--- config.mk ---
export PLATFORM = sky130hd
export DESIGN_NAME = srsb_top
export DESIGN_NICKNAME = d
export VERILOG_FILES = /design/src/hw/srsb_pkg.sv /design/src/hw/srsb_cmd_dec.sv /design/src/hw/srsb_sync.sv /design/src/hw/srsb_top.sv
export SDC_FILE = /design/constraint.sdc
export NUM_CORES = 1
export LEC_CHECK = 0
export ABC_AREA = 1
export BUFFER_PORTS_ARGS = -buffer_cell sky130_fd_sc_hd__buf_2
export CORE_MARGIN = 2
export CORE_UTILIZATION = 50
export DETAILED_ROUTE_END_ITERATION = 7
export PLACE_DENSITY_LB_ADDON = 0.3
export SLEW_MARGIN = 20
export SYNTH_ARGS = -nofsm -noshare
export SYNTH_HDL_FRONTEND = slang
export SYNTH_HIERARCHICAL = 1
export SYNTH_SLANG_ARGS = --single-unit
--- constraint.sdc ---
create_clock -name clk_sys_i -period 1.6 [get_ports clk_sys_i]
set_input_delay 0.24 -clock clk_sys_i [delete_from_list [all_inputs] [get_ports clk_sys_i]]
set_output_delay 0.24 -clock clk_sys_i [all_outputs]
set_load 0.02 [all_outputs]
--- src/hw/srsb_pkg.sv ---
// Summary of operation
// Serial poll answer is one 8-bit byte.
// Bits 1,2,3 conditions, bit 7 summary.
// Enabled present condition sets bit, summary, SRQ.
// Disabled condition sets nothing, no SRQ.
// Invalid command error always requests service.
// Data ready, displayed error need enables.
// Set bits stay until whole word cleared.
// Word frozen while serial poll mode active.
// Talk addressed in poll mode sends word.
// After sending, SPD, Abort, untalk clear word.
// Clear message clears word and request.
// Talk-only output byte clears the word.
// Parallel poll ignored, never driven.
// IFC drops talker, listener, transfer.
// Five-bit switch address, default 28.
// Talker, listener, SR1, DC1; no PP, controller.
// SRQ released before word goes out.
// Clear message resets the condition enables.
// Data ready means output data pending.
// Displayed error includes invalid command error.
// Reset clears word, SRQ, poll mode.
package srsb_pkg;
   localparam int unsigned ADDR_W       = 5;
   localparam logic [4:0]  ADDR_DEFAULT = 5'h1C;
   localparam int unsigned BIT_DATA_RDY = 0;
   localparam int unsigned BIT_CMD_ERR  = 1;
   localparam int unsigned BIT_DISP_ERR = 2;
   localparam int unsigned BIT_RQS      = 6;
   localparam logic [7:0]  STATUS_RESET = 8'h00;
   localparam logic [7:0]  STATUS_MASK  = 8'h47;
   // Bus command bytes seen with ATN true
   localparam logic [7:0]  CMD_SDC      = 8'h04;
   localparam logic [7:0]  CMD_DCL      = 8'h14;
   localparam logic [7:0]  CMD_SPE      = 8'h18;
   localparam logic [7:0]  CMD_SPD      = 8'h19;
   localparam logic [7:0]  CMD_UNL      = 8'h3F;
   localparam logic [7:0]  CMD_UNT      = 8'h5F;
   localparam logic [2:0]  GRP_LISTEN   = 3'h1;
   localparam logic [2:0]  GRP_TALK     = 3'h2;

   typedef struct packed {
      logic       valid;
      logic [7:0] code;
   } srsb_cmd_t;

   typedef struct packed {
      logic data_ready;
      logic cmd_error;
      logic disp_error;
   } srsb_cond_t;

   typedef struct packed {
      logic my_talk;
      logic other_talk;
      logic untalk;
      logic my_listen;
      logic unlisten;
      logic spe;
      logic spd;
      logic dev_clear;
      logic sel_clear;
   } srsb_dec_t;

   typedef enum logic {
      TALK_IDLE,
      TALK_ADDR
   } srsb_talk_t;
endpackage

--- src/hw/srsb_cmd_dec.sv ---
`timescale 1ns/1ps
// Bus command decode against the switch address
module srsb_cmd_dec (
   input  wire logic                 clk_sys_i,
   input  wire logic                 sys_rst_i,
   input  wire srsb_pkg::srsb_cmd_t  cmd_i,
   input  wire logic [4:0]           addr_i,
   output srsb_pkg::srsb_dec_t       dec_o
);
   logic [2:0] grp;
   logic [4:0] sub;
   logic       hit;

   // Split the byte into group and address
   always_comb begin
      grp = cmd_i.code[7:5];
      sub = cmd_i.code[4:0];
      hit = (sub == addr_i);
   end

   // PPE, PPC codes fall through
   // talker, listener, poll and clear codes only
   always_comb begin
      dec_o = '0;
      if (cmd_i.valid) begin
         dec_o.untalk     = (cmd_i.code == srsb_pkg::CMD_UNT);
         dec_o.unlisten   = (cmd_i.code == srsb_pkg::CMD_UNL);
         dec_o.my_talk    = (grp == srsb_pkg::GRP_TALK) && hit;
         dec_o.other_talk = (grp == srsb_pkg::GRP_TALK) && !hit
                            && !dec_o.untalk;
         dec_o.my_listen  = (grp == srsb_pkg::GRP_LISTEN) && hit;
         dec_o.spe        = (cmd_i.code == srsb_pkg::CMD_SPE);
         dec_o.spd        = (cmd_i.code == srsb_pkg::CMD_SPD);
         dec_o.dev_clear  = (cmd_i.code == srsb_pkg::CMD_DCL);
         dec_o.sel_clear  = (cmd_i.code == srsb_pkg::CMD_SDC);
      end
   end
endmodule

--- src/hw/srsb_sync.sv ---
`timescale 1ns/1ps
// Two-flop synchroniser, one stage pair per bit
module srsb_sync #(
   parameter int unsigned W = 1
) (
   input  wire logic         clk_sys_i,
   input  wire logic         sys_rst_i,
   input  wire logic [W-1:0] async_i,
   output logic      [W-1:0] sync_o
);
   genvar g;
   generate
      for (g = 0; g < W; g++) begin : g_bit
         logic meta_reg;
         logic sync_reg;
         // First stage feeds only the second
         always_ff @(posedge clk_sys_i or posedge sys_rst_i) begin
            if (sys_rst_i) begin
               meta_reg <= 1'b0;
               sync_reg <= 1'b0;
            end else begin
               meta_reg <= async_i[g];
               sync_reg <= meta_reg;
            end
         end
         assign sync_o[g] = sync_reg;
      end
   endgenerate
endmodule

--- src/hw/srsb_top.sv ---
`timescale 1ns/1ps
module srsb_top (
   input  wire logic                 clk_sys_i,
   input  wire logic                 sys_rst_i,
   input  wire srsb_pkg::srsb_cmd_t  cmd_i,
   input  wire logic                 ifc_i,
   input  wire logic [4:0]           addr_sw_i,
   input  wire logic                 talk_only_i,
   input  wire srsb_pkg::srsb_cond_t cond_i,
   input  wire logic                 enable_wr_i,
   input  wire logic                 enable_data_rdy_i,
   input  wire logic                 enable_disp_err_i,
   input  wire logic                 byte_sent_i,
   input  wire logic                 data_out_i,
   output logic [7:0]                status_byte_o,
   output logic                      status_valid_o,
   output logic                      talker_o,
   output logic                      listener_o,
   output logic                      spoll_mode_o,
   output logic                      srq_o,
   output logic                      srq_oe_o,
   output logic                      ppoll_oe_o
);
   logic [4:0]          addr_sync;
   logic [4:0]          addr_reg;
   logic [4:0]          addr_next;
   logic                ifc_sync;
   logic                tonly_sync;
   logic                strap_done_reg;
   srsb_pkg::srsb_dec_t dec;

   srsb_pkg::srsb_talk_t talk_reg;
   srsb_pkg::srsb_talk_t talk_next;
   logic                 listen_reg;
   logic                 listen_next;
   logic                 spms_reg;
   logic                 spms_next;
   logic                 sent_reg;
   logic                 sent_next;
   logic [7:0]           status_reg;
   logic [7:0]           status_next;
   logic                 en_dr_reg;
   logic                 en_dr_next;
   logic                 en_de_reg;
   logic                 en_de_next;
   logic                 srq_oe_reg;
   logic                 srq_oe_next;
   logic [7:0]           out_reg;
   logic                 outv_reg;
   logic                 outv_next;

   logic [7:0] set_vec;
   logic       clr_all;
   logic       clr_after;
   logic       clear_msg;

   // Pins cross into the clock domain first
   srsb_sync #(
      .W (7)
   ) u_sync (
      .clk_sys_i (clk_sys_i),
      .sys_rst_i (sys_rst_i),
      .async_i   ({ifc_i, talk_only_i, addr_sw_i}),
      .sync_o    ({ifc_sync, tonly_sync, addr_sync})
   );

   // switch address, live after sync
   always_comb begin
      addr_next = addr_reg;
      if (strap_done_reg) begin
         addr_next = addr_sync;
      end
   end

   // Address holds the factory value until sampled
   always_ff @(posedge clk_sys_i or posedge sys_rst_i) begin
      if (sys_rst_i) begin
         addr_reg       <= srsb_pkg::ADDR_DEFAULT;
         strap_done_reg <= 1'b0;
      end else begin
         addr_reg       <= addr_next;
         strap_done_reg <= 1'b1;
      end
   end

   srsb_cmd_dec u_dec (
      .clk_sys_i (clk_sys_i),
      .sys_rst_i (sys_rst_i),
      .cmd_i     (cmd_i),
      .addr_i    (addr_reg),
      .dec_o     (dec)
   );

   // Data ready and display error bits gated by their enables
   always_comb begin
      set_vec = '0;
      // data ready and display error gated
      // data ready from output pending
      set_vec[srsb_pkg::BIT_DATA_RDY] = cond_i.data_ready & en_dr_reg;
      // display error incl. command error
      set_vec[srsb_pkg::BIT_DISP_ERR] = (cond_i.disp_error
                                        | cond_i.cmd_error) & en_de_reg;
      // command error needs no enable
      set_vec[srsb_pkg::BIT_CMD_ERR]  = cond_i.cmd_error;
      // any set bit raises the summary
      // nothing set, no summary
      set_vec[srsb_pkg::BIT_RQS]      = |set_vec;
   end

   // Clearing events for the whole word
   always_comb begin
      // DCL always, SDC only when listening
      clear_msg = dec.dev_clear | (dec.sel_clear & listen_reg);
      // SPD, Abort or untalk after sending
      clr_after = sent_reg & (dec.spd | ifc_sync
                  | ((dec.untalk | dec.other_talk)
                     & (talk_reg == srsb_pkg::TALK_ADDR)));
      // each talk-only byte clears
      clr_all   = clear_msg | clr_after | (tonly_sync & data_out_i);
   end

   // Bus interface state next values
   always_comb begin
      talk_next   = talk_reg;
      listen_next = listen_reg;
      spms_next   = spms_reg;
      sent_next   = sent_reg;
      case (talk_reg)
         srsb_pkg::TALK_IDLE: begin
            if (dec.my_talk) begin
               talk_next = srsb_pkg::TALK_ADDR;
            end
         end
         srsb_pkg::TALK_ADDR: begin
            if (dec.untalk || dec.other_talk) begin
               talk_next = srsb_pkg::TALK_IDLE;
            end
         end
         default: talk_next = srsb_pkg::TALK_IDLE;
      endcase
      if (dec.my_listen) begin
         listen_next = 1'b1;
      end else if (dec.unlisten) begin
         listen_next = 1'b0;
      end
      if (dec.spe) begin
         spms_next = 1'b1;
      end else if (dec.spd) begin
         spms_next = 1'b0;
      end
      // a taken poll byte marks it sent
      if (outv_reg && byte_sent_i) begin
         sent_next = 1'b1;
      end
      if (clr_all) begin
         sent_next = 1'b0;
      end
      // IFC drops all addressing
      if (ifc_sync) begin
         talk_next   = srsb_pkg::TALK_IDLE;
         listen_next = 1'b0;
         spms_next   = 1'b0;
      end
   end

   // Status word and enables next values
   always_comb begin
      status_next = status_reg;
      en_dr_next  = en_dr_reg;
      en_de_next  = en_de_reg;
      if (enable_wr_i) begin
         en_dr_next = enable_data_rdy_i;
         en_de_next = enable_disp_err_i;
      end
      // clear message drops enables
      if (clear_msg) begin
         en_dr_next = 1'b0;
         en_de_next = 1'b0;
      end
      // bits stay until a full clear
      if (clr_all) begin
         status_next = srsb_pkg::STATUS_RESET;
      end
      // frozen during poll mode; set wins
      if (!spms_reg) begin
         status_next = status_next | set_vec;
      end
      // unused bits forced to zero
      status_next = status_next & srsb_pkg::STATUS_MASK;
   end

   // Outputs to the pins, registered from next state, in step with it
   always_comb begin
      // word driven while polled talker
      outv_next = spms_next && !ifc_sync
                  && (talk_next == srsb_pkg::TALK_ADDR);
      // SRQ let go once poll talk begins
      srq_oe_next = !(status_next[srsb_pkg::BIT_RQS] && !outv_next);
   end

   // Register every group; reset leaves word clear
   always_ff @(posedge clk_sys_i or posedge sys_rst_i) begin
      if (sys_rst_i) begin
         // cleared word, SRQ off, no poll
         talk_reg   <= srsb_pkg::TALK_IDLE;
         listen_reg <= 1'b0;
         spms_reg   <= 1'b0;
         sent_reg   <= 1'b0;
         status_reg <= srsb_pkg::STATUS_RESET;
         en_dr_reg  <= 1'b0;
         en_de_reg  <= 1'b0;
         srq_oe_reg <= 1'b1;
         out_reg    <= srsb_pkg::STATUS_RESET;
         outv_reg   <= 1'b0;
      end else begin
         talk_reg   <= talk_next;
         listen_reg <= listen_next;
         spms_reg   <= spms_next;
         sent_reg   <= sent_next;
         status_reg <= status_next;
         en_dr_reg  <= en_dr_next;
         en_de_reg  <= en_de_next;
         srq_oe_reg <= srq_oe_next;
         out_reg    <= status_next;
         outv_reg   <= outv_next;
      end
   end

   // one 8-bit byte per poll
   assign status_byte_o  = out_reg;
   assign status_valid_o = outv_reg;
   assign talker_o       = (talk_reg == srsb_pkg::TALK_ADDR);
   assign listener_o     = listen_reg;
   assign spoll_mode_o   = spms_reg;
   assign srq_oe_o       = srq_oe_reg;
   // Open-drain line only ever pulled low
   assign srq_o          = 1'b0;
   // parallel poll line never driven
   assign ppoll_oe_o     = 1'b1;
endmodule

Word level (Yosys, flattened, before mapping)
Cells that the tools add are included.

Register bits after elaboration: 32. Input port bits: 26. Output and inout bits: 15. Word-level logic and storage cells: 86.

Equal/unequal tests: 9. Mux-type cells: 19. Bitwise gates (word level): 15. Reduce and logical (&&, ||, !) cells: 18.

Operators by type and width (count): $eq 8x5->1 const B (3); $mux 1 (15); $mux 7 (2); $mux 9 (1); $eq 8x3->1 const B (1); $eq 8x6->1 const B (1); $eq 8x7->1 const B (1); $logic_and 1x1->1 (8); $or 1x1->1 (7); $or 7x7->7 (1); $and 1x1->1 (6); $eq 5x5->1 (1); $logic_not 1->1 (5); $reduce_bool 2->1 (2); $eq 3x1->1 const B (1); $eq 3x2->1 const B (1); $reduce_bool 3->1 (1); $reduce_or 3->1 (1); $pmux 1 s2 (1); $logic_or 1x1->1 (1); $not 1->1 (1).

Depth between registers and ports, before layout
Depth after elaboration: 16. Gate-level depth with buffers: 13. Gate-level depth less buffers: 13.

Cells and area by module
Netlist, hierarchy kept.

Modules (own cells, without submodules): srsb_top (instances 1, cells an instance 77, area each 793.3 µm², seq. area each 455.4 µm²); srsb_sync (instances 1, cells an instance 22, area each 406.6 µm², seq. area each 350.3 µm²); srsb_cmd_dec (instances 1, cells an instance 50, area each 231.5 µm², seq. area each 0.0 µm²).

Least setup slack after synthesis
OpenSTA, ideal clock, no wires.

Path kind: register to register. From: register addr_reg[3]. To: register srq_oe_reg (netlist: srq_oe_o). Setup time: 76 ps. Data arrival time: 1384 ps. Required time: 1524 ps. Setup slack: 140 ps. Stages on the path, launching flop included: 14. Path buffers: 0. Clock period less this slack: 1460 ps. Cells stage by stage: dfstp_2 > inv_1 > nand2_1 > nand2_2 > nor2_2 > nand3_2 > nand2_1 > inv_1 > o21ai_2 > nand2_1 > nand2_2 > nand3_2 > nand2_2 > nand2_1.

RTL lines: start: declaration (RTL line srsb_top.sv:25) `logic [4:0] addr_reg;`; start signal: assignment (RTL line srsb_top.sv:78) `addr_reg <= srsb_pkg::ADDR_DEFAULT;`; start signal: assignment (RTL line srsb_top.sv:81) `addr_reg <= addr_next;`; end signal: assignment (RTL line srsb_top.sv:223) `srq_oe_reg <= srq_oe_next;`; end: declaration (RTL line srsb_top.sv:46) `logic srq_oe_reg;`.

==> impl_metrics.toml <==
[status]
status = "complete, no violations"

[die]
fp-row-count = 19
die_area_sq_um = 3310
initial_utilization_pct = 52.4
die_y_um = 57.5
ios = 41
fp.dieW_um = 57.5
placeableCoreArea_sq_um = 2730

[pwr]
p_leak_uw = 0.000890
power.density_nw_per_um2 = 921
power_uw = 1570
peakVddDrop_mv = 0.644

[drt]
drt-total-wl_mm = 2.49
postRouteAntennaNets = 0
drc = 0
vias = 1058
firstDrtPassIters = 5
vias_per_cell = 4.77
wire_per_inst_um = 11.2
initialDrtViolationCount = 30

[worst_setup_path]
worstPathMaxFanout = 5
cp.arrival_ns = 1.82
worst_setup_path_start_kind = "register"
cp-end-kind = "register"
r2r_slack_ns = 0.05
crit_type = "register to register"
required_ns = 1.87

[synth]
ys_seq_elements = 32
yosys_warnings = 6
synth-seq-area-share_pct = 56.3
synth_top_area_share_pct = 49.0
syn_avg_cell_area_sq_um = 9.61
ys.flop_type = "dfrtp_1"
synth_edf_count = 0
synth.distinct_cells = 23
async_reset_ff_share_pct = 100
synth_area_sq_um = 1430
synth_area_leader_cell = "dfrtp_1"
syn_inst = 149
synth.area.top_cells = "dfrtp_1, dfstp_2, buf_4"

[timing]
rsz0062_at_grt = "true"
clock_skew_ns = 0.00465
clock.fmax_mhz = 644
slew_viol_final = 0
final-hold-violation-count = 0
slew_headroom_pct = 54.3
holdWs_ns = 0.0213
tightest_slew_ns = 0.685
period_needed_ns = 1.55
period_share_pct = 97.1
setup_viol = 0
finalSetupTns_ns = 0

[run]
max-cap-violations = 0

[finish]
multi_input_area_sq_um = 475
final_common_cell = "buf_2"
area.growth.synth_to_final_pct = 19.3
antenna_cells = 0
layoutNonFillerInstCount = 222
final_cell_mix = "buf_2, dfrtp_1, nand2_1, inv_1, nor2_1"
nets = 216
register_area_sq_um = 806
design_area_sq_um = 1710
num-fill-cells = 229
drive_above_1_share_pct = 38.2

[hold_path]
hp-class = "input pin to register"

[global_route]
grt_pass1_vias = 1080
antenna_found_initial = 0
grt_max_degree = 19
gr-total-overflow = 0
grt_usage_pct = 17.5
grt_busiest_layer = "met2"
grt.met2_usage_pct = 29.2
met1_usage_pct = 20.5
grt_pass1_wl_mm = 4.31
met3_usage_pct = 5.90

[clock_tree]
cts_buffers = 5
cts-root-buf = "clkbuf_4"
cts_tree = "done"
clkSlewWorstSetupHoldPaths_ns = 0.09
cts_max_level = 2
clk_latency_ns = 0.33
clock_path_buffers = 2
cts_sinks = 32

[place]
post-dp-hpwl_mm = 1.95
place_inst = 206
gp_congestion = 0.846
placed_cell_area_sq_um = 1560
io_buffers = 34
timing repair:
item / in CTS / in global routing
setup buffers: 0 / 1
gates resized for setup: 0 / 5
hold buffers: 7 / 0
endpoints found under the setup margin: 0 / 7
endpoints found under the hold margin: 20 / 0
Yosys cell counts, types with 4 or more instances:
library cell and instances:
dfrtp_1 28, nand2_1 23, inv_1 18, nor2_1 17
buf_4 13, nand3_1 9, a21oi_1 5, mux2_2 5
nand2_2 5, dfstp_2 4, nor2_2 4
per-stage QoR:
step,setup WS (ns),utilization (%)
5_1_grt,-0.0725,62.5
6_report,0.0470,62.5
3_5_place_dp,0.0374,57.1
3_3_place_gp,0.0916,57.1
2_1_floorplan,0.140,-
4_1_cts,0.0248,61.9
layer usage:
| metal | wire length [um] | part of all wire, % | vias to the layer above |
|---|---|---|---|
| met5 | 0 | 0 | - |
| met4 | 28 | 1.1 | 0 |
| met3 | 197 | 7.9 | 3 |
| met2 | 1250 | 50 | 42 |
| met1 | 1010 | 41 | 490 |
| li1 | - | - | 523 |
area by class of cell:
| type | count | area share, % |
|---|---|---|
| clock buffer | 6 | 3.00 |
| tap | 31 | 2.27 |
| multi-input combinational | 88 | 27.8 |
| clock inverter | 2 | 0.586 |
| inverter | 21 | 4.62 |
| timing repair buffer | 42 | 14.5 |
| sequential | 32 | 47.2 |
kinds of logic after synthesis:
kind of cell / after synthesis / synth area share, %
AND/OR/NAND/NOR: 65 / 21.8
other: 2 / 0.525
AO/OA/AOI/OAI: 10 / 4.55
buffers and inverters: 34 / 12.3
XOR/XNOR: 1 / 0.612
flip-flops: 32 / 56.3
multiplexers: 5 / 3.93
power breakdown:
| group | internal [uW] | switching, uW | leakage (uW) | total (uW) |
|---|---|---|---|---|
| combinational | 90.4 | 122 | 0.000475 | 213 |
| clock | 209 | 259 | 0.0000380 | 468 |
| sequential | 864 | 29.1 | 0.000376 | 893 |
| total | 1160 | 410 | 0.000890 | 1570 |
critical path, stage by stage, from the launching register on:
cell and delay (ns):
dfstp_2 0.56, inv_2 0.04, nand2_2 0.05, nand2_2 0.05, nor2_2 0.10, nand3_2 0.08
nand2_1 0.07, inv_1 0.04, o21ai_2 0.11, nand2_1 0.08, nand2_2 0.12, nand3_2 0.08
nand2_2 0.07, nand2_1 0.05
path summary, 6_finish.rpt:
check | start | to | depth (start not counted)
min reg2reg | u_sync/g_bit[2].meta_reg | u_sync/g_bit[2].sync_reg | 0
max | addr_reg[3] | srq_oe_o | 13
min in group asynchronous | sys_rst_i | u_sync/g_bit[5].sync_reg | 3
max in group asynchronous | sys_rst_i | status_byte_o[2] | 3
max reg2reg | addr_reg[3] | srq_oe_o | 13
min | ifc_i | u_sync/g_bit[6].meta_reg | 1
Power figures use the tool's default switching activity.
